==> src/core/ocs_pkg.sv <==
// package: shared constants and types of the output channel supervisor
package ocs_pkg;
	localparam int unsigned OCS_NCH = 24;
	localparam int unsigned OCS_CLK_HZ = 200000000;
	localparam int unsigned OCS_TICK_MS = 1;
	localparam int unsigned OCS_CYC_PER_MS = OCS_CLK_HZ / 1000 * OCS_TICK_MS;
	localparam int unsigned OCS_OC_QUAL_MS = 50;
	localparam int unsigned OCS_OC_OFF_S = 5;
	localparam int unsigned OCS_OC_OFF_MS = OCS_OC_OFF_S * 1000;
	localparam int unsigned OCS_SLOW_MS = 600;
	localparam int unsigned OCS_SHORT_MS = 200;
	localparam int unsigned OCS_TRIPLE_MS = 3 * OCS_SHORT_MS + OCS_SLOW_MS;
	localparam int unsigned OCS_SLOW_PER_MS = 2 * OCS_SLOW_MS;
	localparam int unsigned OCS_LAMP_MS = 1000;
	localparam int unsigned OCS_MS_W = 16;
	// offsets of the status, mask, control, state and overcurrent channel registers
	localparam logic [3:0] OCS_A_STAT = 4'h0;
	localparam logic [3:0] OCS_A_MASK = 4'h1;
	localparam logic [3:0] OCS_A_CTRL = 4'h2;
	localparam logic [3:0] OCS_A_STATE = 4'h3;
	localparam logic [3:0] OCS_A_OCHAN = 4'h4;
	// interrupt status bit positions
	localparam int unsigned OCS_IRQ_OC = 0;
	localparam int unsigned OCS_IRQ_LINE = 1;
	localparam int unsigned OCS_IRQ_MOD = 2;
	localparam int unsigned OCS_IRQ_BUS = 3;
	localparam int unsigned OCS_IRQ_W = 4;
	// control register fields
	localparam int unsigned OCS_C_LINEMON = 0;
	localparam int unsigned OCS_C_NORETRY = 1;
	localparam logic [31:0] OCS_CTRL_RST = 32'h0000_0000;
	typedef enum logic [5:0] {
		OCS_ST_INIT = 6'h01,
		OCS_ST_RUN = 6'h02,
		OCS_ST_STOP_VALID = 6'h04,
		OCS_ST_STOP_INVALID = 6'h08,
		OCS_ST_FW_LOAD = 6'h10,
		OCS_ST_LOCKED = 6'h20
	} ocs_mod_state_t;
	typedef struct packed {
		logic run;
		logic error;
		logic stop;
		logic init;
		logic field;
		logic [OCS_NCH-1:0] chan;
	} ocs_leds_t;
	typedef struct packed {
		logic [3:0] addr;
		logic [31:0] wdata;
		logic wr;
		logic rd;
	} ocs_bus_req_t;
endpackage

==> src/core/ocs_tick_gen.sv <==
// millisecond tick and blink phase generator
`timescale 1ns/1ps
`default_nettype none
module ocs_tick_gen #(
	parameter int unsigned CYC_PER_MS = 200000
) (
	input wire logic clk, // module clock
	input wire logic rst_n, // synchronous-copy reset, active low
	output logic ms_tick, // one-cycle pulse each millisecond
	output logic slow_blink, // 600 ms on, 600 ms off
	output logic triple_pulse_blink // on-off-on then long off
);
	import ocs_pkg::*;
	logic [31:0] div_reg;
	logic [OCS_MS_W-1:0] slow_reg;
	logic [OCS_MS_W-1:0] trip_reg;
	wire div_wrap = (div_reg == CYC_PER_MS - 1);
	wire slow_wrap = (slow_reg == OCS_MS_W'(OCS_SLOW_PER_MS - 1));
	wire trip_wrap = (trip_reg == OCS_MS_W'(OCS_TRIPLE_MS - 1));
	always_ff @(posedge clk or negedge rst_n) begin
		if (!rst_n) begin
			div_reg <= 32'h0;
			slow_reg <= '0;
			trip_reg <= '0;
			ms_tick <= 1'b0;
		end else begin
			div_reg <= div_wrap ? 32'h0 : div_reg + 32'h1;
			ms_tick <= div_wrap;
			if (ms_tick) begin
				slow_reg <= slow_wrap ? '0 : slow_reg + 1'b1;
				trip_reg <= trip_wrap ? '0 : trip_reg + 1'b1;
			end
		end
	end
	assign slow_blink = (slow_reg < OCS_MS_W'(OCS_SLOW_MS));
	assign triple_pulse_blink = (trip_reg < OCS_MS_W'(OCS_SHORT_MS)) ||
		((trip_reg >= OCS_MS_W'(2 * OCS_SHORT_MS)) &&
		(trip_reg < OCS_MS_W'(3 * OCS_SHORT_MS)));
endmodule
`default_nettype wire

==> src/core/ocs_chan.sv <==
// one output channel: switches, overcurrent retry, fault state
`timescale 1ns/1ps
`default_nettype none
module ocs_chan #(
	parameter int unsigned QUAL_MS = 50,
	parameter int unsigned OFF_MS = 5000
) (
	input wire logic clk, // module clock
	input wire logic rst_n, // reset, active low
	input wire logic ms_tick, // millisecond enable
	input wire logic cmd_on, // commanded value from the bus
	input wire logic [2:0] bus_open, // bus opens each switch
	input wire logic [2:0] wd_open, // watchdog opens each switch
	input wire logic kill, // module-level or bus loss shutdown
	input wire logic over_i, // overcurrent above threshold
	input wire logic mismatch, // readback differs from expected
	input wire logic line_fault, // qualified open or short circuit
	input wire logic no_retry, // user program blocks re-enable
	output logic [2:0] sw_close, // the three series switches
	output logic energized, // channel output live
	output logic faulty, // channel in fault
	output logic oc_event // pulse on overcurrent trip
);
	import ocs_pkg::*;
	logic [OCS_MS_W-1:0] qual_reg;
	logic [OCS_MS_W-1:0] off_reg;
	logic oc_off_reg;
	logic mis_reg;
	wire qual_done = over_i && energized && (qual_reg == OCS_MS_W'(QUAL_MS - 1)) && ms_tick;
	wire off_done = oc_off_reg && !no_retry && (off_reg == OCS_MS_W'(OFF_MS - 1)) && ms_tick;
	wire chan_block = oc_off_reg || mis_reg || kill;
	assign sw_close = {3{cmd_on && !chan_block}} & ~bus_open & ~wd_open;
	assign energized = &sw_close;
	assign faulty = oc_off_reg || mis_reg || line_fault;
	assign oc_event = qual_done;
	always_ff @(posedge clk or negedge rst_n) begin
		if (!rst_n) begin
			qual_reg <= '0;
			off_reg <= '0;
			oc_off_reg <= 1'b0;
			mis_reg <= 1'b0;
		end else begin
			if (!over_i || !energized)
				qual_reg <= '0;
			else if (ms_tick)
				qual_reg <= qual_reg + 1'b1;
			// retry every 5 s while fault stays, unless no_retry blocks it
			if (qual_done) begin
				oc_off_reg <= 1'b1;
				off_reg <= '0;
			end else if (off_done) begin
				oc_off_reg <= 1'b0;
			end else if (oc_off_reg && ms_tick && off_reg != OCS_MS_W'(OFF_MS - 1)) begin
				off_reg <= off_reg + 1'b1;
			end
			// mismatch latches safe state until command drops
			if (mismatch)
				mis_reg <= 1'b1;
			else if (!cmd_on)
				mis_reg <= 1'b0;
		end
	end
endmodule
`default_nettype wire

==> src/core/ocs_top.sv <==
// output channel supervisor top: channels, registers, indicators
// Summary of operation
// - each channel energizes only when all three series switches are closed
// - bus command or watchdog alone can open any switch of a channel
// - an output differing from its expected value is forced de-energized
// - channel fault drops one channel; module fault drops all 24; a line fault flags its channel but does not drop it
// - loss of the system bus de-energizes every output
// - red error lamp lit on internal fault or firmware load failure
// - overcurrent lasting 50 ms switches channel off for 5 s then on
// - retry cycle repeats while overcurrent stays unless user blocks retry
// - line monitoring, when enabled, checks open and short circuit each channel
// - after power-up all lamps light together briefly
// - slow blink is 600 ms on, 600 ms off
// - triple pulse blink is 200 on, 200 off, 200 on, 600 off
// - green run lamp steady in run, slow blink in firmware load
// - yellow stop lamp steady valid stop, slow blink invalid or load
// - yellow init lamp steady in init, slow blink when locked
// - channel lamp steady energized, triple pulse when faulty, else dark
// - red field lamp triple pulse while any channel has field fault
//
// The implementer's own choices: the address map and the plain strobed port.
`timescale 1ns/1ps
`default_nettype none
module ocs_top #(
	parameter int unsigned NCH = ocs_pkg::OCS_NCH,
	parameter int unsigned CYC_PER_MS = ocs_pkg::OCS_CYC_PER_MS,
	parameter int unsigned QUAL_MS = ocs_pkg::OCS_OC_QUAL_MS,
	parameter int unsigned OFF_MS = ocs_pkg::OCS_OC_OFF_MS,
	parameter int unsigned LAMP_MS = ocs_pkg::OCS_LAMP_MS
) (
	input wire logic core_clk, // 200 MHz module clock
	input wire logic rst_n, // power-on reset, active low
	input wire logic [3:0] reg_addr, // register index
	input wire logic [31:0] reg_wdata, // write data
	input wire logic reg_wr, // write strobe
	input wire logic reg_rd, // read strobe
	output logic [31:0] reg_rdata, // read data, cycle after read
	input wire logic [NCH-1:0] cmd_on, // expected output values from bus
	input wire logic [NCH-1:0] bus_open_a, // bus opens switch a
	input wire logic [NCH-1:0] bus_open_b, // bus opens switch b
	input wire logic [NCH-1:0] bus_open_c, // bus opens switch c
	input wire logic [NCH-1:0] wd_open_a, // watchdog opens switch a
	input wire logic [NCH-1:0] wd_open_b, // watchdog opens switch b
	input wire logic [NCH-1:0] wd_open_c, // watchdog opens switch c
	input wire logic [NCH-1:0] readback, // sensed output level
	input wire logic [NCH-1:0] over_i, // current above 0.75 A
	input wire logic [NCH-1:0] open_circuit_check, // comparator: open line
	input wire logic [NCH-1:0] short_circuit_check, // comparator: shorted line
	input wire logic bus_ok, // system bus link alive
	input wire logic module_fault, // module-level self-test fault
	input wire logic fw_load_fail, // firmware load failed
	input wire ocs_pkg::ocs_mod_state_t mod_state, // module operating state
	output logic [NCH-1:0] sw_a, // switch a close
	output logic [NCH-1:0] sw_b, // switch b close
	output logic [NCH-1:0] sw_c, // switch c close
	output logic [NCH-1:0] chan_live, // channel energized
	output ocs_pkg::ocs_leds_t leds, // all indicator lamps
	output logic irq // level interrupt
);
	import ocs_pkg::*;
	logic rst_s1_reg;
	logic rst_s2_reg;
	logic ms_tick;
	logic slow_blink;
	logic triple_pulse_blink;
	logic [OCS_IRQ_W-1:0] stat_reg;
	logic [OCS_IRQ_W-1:0] mask_reg;
	logic [31:0] ctrl_reg;
	logic [31:0] rdata_reg;
	logic [NCH-1:0] oc_chan_reg;
	logic [OCS_MS_W-1:0] lamp_reg;
	logic bus_ok_reg;
	logic [NCH-1:0] ener;
	logic [NCH-1:0] faulty;
	logic [NCH-1:0] oc_ev;
	logic [NCH-1:0] line_fault;
	logic [NCH-1:0] line_reg;

	// reset released through two flops
	always_ff @(posedge core_clk or negedge rst_n) begin
		if (!rst_n) begin
			rst_s1_reg <= 1'b0;
			rst_s2_reg <= 1'b0;
		end else begin
			rst_s1_reg <= 1'b1;
			rst_s2_reg <= rst_s1_reg;
		end
	end
	wire srst_n = rst_s2_reg;

	ocs_tick_gen #(
		.CYC_PER_MS(CYC_PER_MS)
	) u_tick (
		.clk(core_clk),
		.rst_n(srst_n),
		.ms_tick(ms_tick),
		.slow_blink(slow_blink),
		.triple_pulse_blink(triple_pulse_blink)
	);

	wire line_en = ctrl_reg[OCS_C_LINEMON];
	wire no_retry = ctrl_reg[OCS_C_NORETRY];
	// line checks only when enabled; thresholds live in the comparators
	assign line_fault = line_en ? (open_circuit_check | short_circuit_check) : '0;
	// bus loss and module fault drop every channel
	wire kill_all = !bus_ok || module_fault;
	wire [NCH-1:0] mismatch = cmd_on ^ readback;
	wire [NCH-1:0] mis_live = mismatch & chan_live;

	genvar g;
	generate
		for (g = 0; g < NCH; g++) begin : g_ch
			// per-channel faults stay in their own channel
			ocs_chan #(
				.QUAL_MS(QUAL_MS),
				.OFF_MS(OFF_MS)
			) u_ch (
				.clk(core_clk),
				.rst_n(srst_n),
				.ms_tick(ms_tick),
				.cmd_on(cmd_on[g]),
				.bus_open({bus_open_c[g], bus_open_b[g], bus_open_a[g]}),
				.wd_open({wd_open_c[g], wd_open_b[g], wd_open_a[g]}),
				.kill(kill_all),
				.over_i(over_i[g]),
				.mismatch(mis_live[g]),
				.line_fault(line_fault[g]),
				.no_retry(no_retry),
				.sw_close({sw_c[g], sw_b[g], sw_a[g]}),
				.energized(ener[g]),
				.faulty(faulty[g]),
				.oc_event(oc_ev[g])
			);
		end
	endgenerate
	assign chan_live = ener;

	// event sources; set wins over write-one-to-clear
	wire [OCS_IRQ_W-1:0] ev;
	assign ev[OCS_IRQ_OC] = |oc_ev;
	assign ev[OCS_IRQ_LINE] = |(line_fault & ~line_reg);
	assign ev[OCS_IRQ_MOD] = module_fault;
	assign ev[OCS_IRQ_BUS] = bus_ok_reg && !bus_ok;

	wire wr_stat = reg_wr && reg_addr == OCS_A_STAT;
	wire wr_mask = reg_wr && reg_addr == OCS_A_MASK;
	wire wr_ctrl = reg_wr && reg_addr == OCS_A_CTRL;
	wire [OCS_IRQ_W-1:0] w1c = wr_stat ? reg_wdata[OCS_IRQ_W-1:0] : '0;

	always_ff @(posedge core_clk or negedge srst_n) begin
		if (!srst_n) begin
			stat_reg <= '0;
			mask_reg <= '0;
			ctrl_reg <= OCS_CTRL_RST;
			line_reg <= '0;
			bus_ok_reg <= 1'b0;
			oc_chan_reg <= '0;
		end else begin
			stat_reg <= (stat_reg & ~w1c) | ev;
			line_reg <= line_fault;
			bus_ok_reg <= bus_ok;
			if (wr_mask)
				mask_reg <= reg_wdata[OCS_IRQ_W-1:0];
			if (wr_ctrl)
				ctrl_reg <= reg_wdata;
			oc_chan_reg <= (oc_chan_reg | oc_ev) & ~((reg_wr && reg_addr == OCS_A_OCHAN) ?
				reg_wdata[NCH-1:0] : '0) | oc_ev;
		end
	end
	assign irq = |(stat_reg & mask_reg);

	// read mux; unmapped indices read zero
	logic [31:0] rd_mux;
	always_comb begin
		rd_mux = 32'h0;
		case (reg_addr)
			OCS_A_STAT: rd_mux = {{(32-OCS_IRQ_W){1'b0}}, stat_reg};
			OCS_A_MASK: rd_mux = {{(32-OCS_IRQ_W){1'b0}}, mask_reg};
			OCS_A_CTRL: rd_mux = ctrl_reg;
			OCS_A_STATE: rd_mux = {26'h0, mod_state};
			OCS_A_OCHAN: rd_mux = {{(32-NCH){1'b0}}, oc_chan_reg};
			default: rd_mux = 32'h0;
		endcase
	end
	always_ff @(posedge core_clk or negedge srst_n) begin
		if (!srst_n)
			rdata_reg <= 32'h0;
		else
			rdata_reg <= reg_rd ? rd_mux : 32'h0;
	end
	assign reg_rdata = rdata_reg;

	always_ff @(posedge core_clk or negedge srst_n) begin
		if (!srst_n)
			lamp_reg <= '0;
		else if (ms_tick && lamp_reg != OCS_MS_W'(LAMP_MS))
			lamp_reg <= lamp_reg + 1'b1;
	end
	wire lamp_test = (lamp_reg != OCS_MS_W'(LAMP_MS));

	// lamp decode, registered so the lamps never glitch
	ocs_leds_t led_next;
	always_comb begin
		led_next = '0;
		case (mod_state)
			OCS_ST_RUN: led_next.run = 1'b1;
			OCS_ST_FW_LOAD: led_next.run = slow_blink;
			default: led_next.run = 1'b0;
		endcase
		case (mod_state)
			OCS_ST_STOP_VALID: led_next.stop = 1'b1;
			OCS_ST_STOP_INVALID: led_next.stop = slow_blink;
			OCS_ST_FW_LOAD: led_next.stop = slow_blink;
			default: led_next.stop = 1'b0;
		endcase
		case (mod_state)
			OCS_ST_INIT: led_next.init = 1'b1;
			OCS_ST_LOCKED: led_next.init = slow_blink;
			default: led_next.init = 1'b0;
		endcase
		// error lamp steady on fault, slow blink on load failure
		led_next.error = module_fault || (fw_load_fail && slow_blink);
		led_next.field = (|(line_fault | (faulty & over_i))) && triple_pulse_blink;
		led_next.chan = (ener & ~faulty) | (faulty & {NCH{triple_pulse_blink}});
		if (lamp_test)
			led_next = '1;
	end
	always_ff @(posedge core_clk or negedge srst_n) begin
		if (!srst_n)
			leds <= '0;
		else
			leds <= led_next;
	end
endmodule
`default_nettype wire

==> config.mk <==
export PLATFORM = sky130hd
export DESIGN_NAME = ocs_top
export DESIGN_NICKNAME = d
export VERILOG_FILES = /design/src/core/ocs_pkg.sv /design/src/core/ocs_tick_gen.sv /design/src/core/ocs_chan.sv /design/src/core/ocs_top.sv
export SDC_FILE = /design/constraint.sdc
export NUM_CORES = 2
export LEC_CHECK = 0
export BUFFER_PORTS_ARGS = -buffer_cell sky130_fd_sc_hd__buf_2
export CORE_MARGIN = 3
export CORE_UTILIZATION = 45
export DETAILED_ROUTE_END_ITERATION = 10
export PLACE_DENSITY = 0.7
export SYNTH_ARGS = -nofsm -noshare
export SYNTH_HDL_FRONTEND = slang
export SYNTH_SLANG_ARGS = --single-unit
==> constraint.sdc <==
create_clock -name core_clk -period 38.2 [get_ports core_clk]
set_input_delay 7.64 -clock core_clk [delete_from_list [all_inputs] [get_ports core_clk]]
set_output_delay 7.64 -clock core_clk [all_outputs]
set_load 0.01 [all_outputs]
==> impl_metrics.prom <==
# TYPE chip_impl_metric gauge
chip_impl_metric{name="final.fill_count",unit=""} 10260
chip_impl_metric{name="vias",unit=""} 42660
chip_impl_info{name="crit_path_top_delay_cell",value="sky130_fd_sc_hd__nor3_1"} 1
chip_impl_metric{name="area_after_dpl",unit="µm²"} 56000
chip_impl_metric{name="clock_transition_time_at_the_flip_flop_clock_pins_of_the_worst_setup_and_hold_paths",unit="ps"} 60
chip_impl_metric{name="grt_start_max_net_pins",unit=""} 117
chip_impl_metric{name="drt-pass1-iter-count",unit=""} 6
chip_impl_info{name="run_status",value="finished clean"} 1
chip_impl_metric{name="synth_edf_count",unit=""} 0
chip_impl_info{name="rsz_0062_raised_after_global_routing",value="false"} 1
chip_impl_metric{name="grt_pass1_wl",unit="µm"} 236700
chip_impl_metric{name="layoutNonFillerInstCount",unit=""} 7515
chip_impl_info{name="clock-root-buffer",value="sky130_fd_sc_hd__clkbuf_16"} 1
chip_impl_info{name="worst_setup_path_end_kind",value="primary output"} 1
chip_impl_info{name="timing.setup.critical_path_class",value="primary input to primary output"} 1
chip_impl_metric{name="relSlewSlack",unit=""} 0.1337
chip_impl_metric{name="clock_path_buffers",unit=""} 3
chip_impl_metric{name="final.setup_skew",unit="ps"} 47.77
chip_impl_metric{name="die_y",unit="µm"} 346.0
chip_impl_info{name="worst_hold_path_type",value="flop to async pin"} 1
chip_impl_metric{name="area_delta_synth_final",unit="%"} 15.28
chip_impl_info{name="layout_commonest_cell",value="sky130_fd_sc_hd__dfrtp_1"} 1
chip_impl_metric{name="detailed_place_hpwl",unit="µm"} 114100
chip_impl_metric{name="routed_via_density",unit=""} 5.676
chip_impl_metric{name="tightest_slew",unit="ps"} 1291
chip_impl_metric{name="register_area",unit="µm²"} 26260
chip_impl_metric{name="ys_types",unit=""} 73
chip_impl_metric{name="worst_path_largest_cell_delay",unit="ps"} 720
chip_impl_metric{name="endpoint_required_time_on_the_critical_path",unit="ps"} 30560
chip_impl_metric{name="yosys_warns",unit=""} 0
chip_impl_metric{name="timing.setup.tns",unit="ps"} 0
chip_impl_metric{name="crit_buf_inv",unit=""} 4
chip_impl_metric{name="timing.fmax",unit="MHz"} 56.01
chip_impl_metric{name="crit_arrival",unit="ps"} 10220
chip_impl_metric{name="globalRouteTotalUtil",unit=""} 0.2518
chip_impl_metric{name="synthArstFlopShare",unit=""} 1.000
chip_impl_metric{name="min_period",unit="ps"} 17860
chip_impl_metric{name="detail_route.iter0.violations",unit=""} 3794
chip_impl_metric{name="io_pins",unit=""} 471
chip_impl_metric{name="clock_sinks",unit=""} 1049
chip_impl_metric{name="floorplan.core_area",unit="µm²"} 114500
chip_impl_metric{name="final-setup-viol-count",unit=""} 0
chip_impl_metric{name="layout-drive-gt1-share",unit=""} 0.1288
chip_impl_info{name="timing.critical_path.cells",value="buf_2, buf_4, nor2b_4, buf_4, nand3_1, nor3_1, buf_2"} 1
chip_impl_metric{name="max_cap_viol_count",unit=""} 0
chip_impl_metric{name="post-route-period-util",unit=""} 0.4674
chip_impl_metric{name="fin_area",unit="µm²"} 59960
chip_impl_metric{name="final_net_count",unit=""} 6285
chip_impl_metric{name="area_of_the_multi_input_gates",unit="µm²"} 24480
chip_impl_metric{name="synth_nets",unit=""} 5810
chip_impl_metric{name="power.total",unit="mW"} 2.402
chip_impl_metric{name="synth_area",unit="µm²"} 52010
chip_impl_metric{name="static-leakage-power",unit="nW"} 24.67
chip_impl_metric{name="io_buffers",unit=""} 470
chip_impl_metric{name="synth.avg_cell_area",unit="µm²"} 9.596
chip_impl_metric{name="floorplan.die.width",unit="µm"} 346.0
chip_impl_info{name="timing.critical_path.max_delay_family",value="simple AND/OR/NAND/NOR gates"} 1
chip_impl_metric{name="detail_route.wl_per_cell",unit="µm"} 20.45
chip_impl_metric{name="cts-htree-levels",unit=""} 3
chip_impl_metric{name="power-per-cell-area",unit="nW/µm²"} 40.06
chip_impl_metric{name="numPlacedInstances",unit=""} 7296
chip_impl_metric{name="timing.critical_path.fanout_max",unit=""} 22
chip_impl_metric{name="start_util",unit=""} 0.4542
chip_impl_metric{name="final_antenna_net_count",unit=""} 0
chip_impl_metric{name="final_max_slew_viol_count",unit=""} 0
chip_impl_info{name="layout_common_cells",value="1047 x sky130_fd_sc_hd__dfrtp_1, 896 x sky130_fd_sc_hd__nor2_1, 485 x sky130_fd_sc_hd__nand2_1"} 1
chip_impl_metric{name="hold_violations",unit=""} 0
chip_impl_metric{name="cts.repair_timing.setup_buffer_count",unit=""} 0
chip_impl_metric{name="number_of_antenna_violations_at_the_first_check_in_global_routing",unit=""} 45
chip_impl_metric{name="post_cts_resized",unit=""} 0
chip_impl_metric{name="layout.core_utilization",unit=""} 0.5236
chip_impl_metric{name="detailed_route_wl",unit="µm"} 153700
chip_impl_metric{name="yosysSeqAreaShare",unit=""} 0.5047
chip_impl_metric{name="fp.dieArea",unit="µm²"} 119700
chip_impl_metric{name="synthCells",unit=""} 5420
chip_impl_metric{name="first_global_vias",unit=""} 40320
chip_impl_metric{name="floorplan.rows",unit=""} 124
chip_impl_info{name="cts_tree",value="built"} 1
chip_impl_metric{name="clk-insertion-delay-late",unit="ps"} 690
chip_impl_info{name="timing.critical_path.from_type",value="primary input"} 1
chip_impl_metric{name="drc",unit=""} 0
chip_impl_metric{name="power.ir.vdd_worst",unit="V"} 0.00003356
chip_impl_metric{name="grt-ovfl-total",unit=""} 0
chip_impl_metric{name="yosys_register_bits",unit=""} 1049
chip_impl_metric{name="cts_made_buffers",unit=""} 109
chip_impl_metric{name="postCtsHoldBufs",unit=""} 0
chip_impl_metric{name="globalplace.congestion",unit=""} 0.9289
chip_impl_info{name="yosys_most_used_dff",value="sky130_fd_sc_hd__dfrtp_1"} 1
-- power breakdown --
group	internal (mW)	switching (mW)
clock	0.693	0.462
sequential	1.13	0.00981
combinational	0.0311	0.0797
-- metal layers --
layer  track usage  wire length (µm)  vias up
met5             0                69        -
met4       0.09006              5593       10
met3       0.05550             13490      263
met2        0.3728             65750     1523
met1        0.3641             68810    21040
li1              -                 -    19820
-- worst paths after layout --
path	start	endpoint	slack (ps)	cells past startpoint
worst max-delay path	bus_ok	sw_c[19]	20350	7
worst min-delay path	rst_s2_reg	u_tick.div_reg[6]	320	0
worst max register to register	rst_s2_reg	reg_rdata[28]	33990	4
worst min register to register	rst_s2_reg	u_tick.div_reg[6]	320	0
max in group asynchronous	rst_n	rst_s2_reg	31350	1
min in group core_clk	rst_s1_reg	rst_s2_reg	350	0
-- cells by family after synthesis --
family / count (synthesis) / share of synthesized area
buffers and inverters: 311 / 0.02567
muxes: 61 / 0.01265
DFF: 1049 / 0.5047
and+or+nand+nor: 2767 / 0.2673
adders and majority gates: 77 / 0.01852
AOI/OAI and AO/OA: 464 / 0.05490
xor gates and xnor gates: 690 / 0.1162
other: 1 / 0.00007210
-- area by class of cell --
type / count / share of cell area
Sequential cell: 1049 / 0.4379
Multi-Input combinational cell: 4060 / 0.4083
Antenna cell: 19 / 0.0007930
Clock inverter: 56 / 0.01419
Tap cell: 1512 / 0.03155
Timing Repair Buffer: 533 / 0.04733
Clock buffer: 144 / 0.05104
Inverter: 142 / 0.008890
-- through the flow --
stage                     worst slack [ps]  hold WS (ps)
after global routing                 20300         367.7
after CTS                            20350         350.8
after detailed placement             20350         337.3
after global placement               20390         334.2
after floorplan                       6794         331.2
final                                20350         324.7
-- synth_stat cells (101+ instances only) --
master,n,share of area
sky130_fd_sc_hd__a21oi_1,102,0.0098
sky130_fd_sc_hd__and3_1,160,0.019
sky130_fd_sc_hd__dfrtp_1,1049,0.50
sky130_fd_sc_hd__inv_1,139,0.010
sky130_fd_sc_hd__nand2_1,486,0.035
sky130_fd_sc_hd__nand3_1,272,0.026
sky130_fd_sc_hd__nand4_1,231,0.028
sky130_fd_sc_hd__nor2_1,899,0.065
sky130_fd_sc_hd__nor3_1,175,0.017
sky130_fd_sc_hd__nor4_1,115,0.014
sky130_fd_sc_hd__o21ai_0,160,0.015
sky130_fd_sc_hd__or3_1,101,0.012
sky130_fd_sc_hd__xnor2_1,305,0.051
sky130_fd_sc_hd__xor2_1,385,0.065
Power figures use the tool's default switching activity.
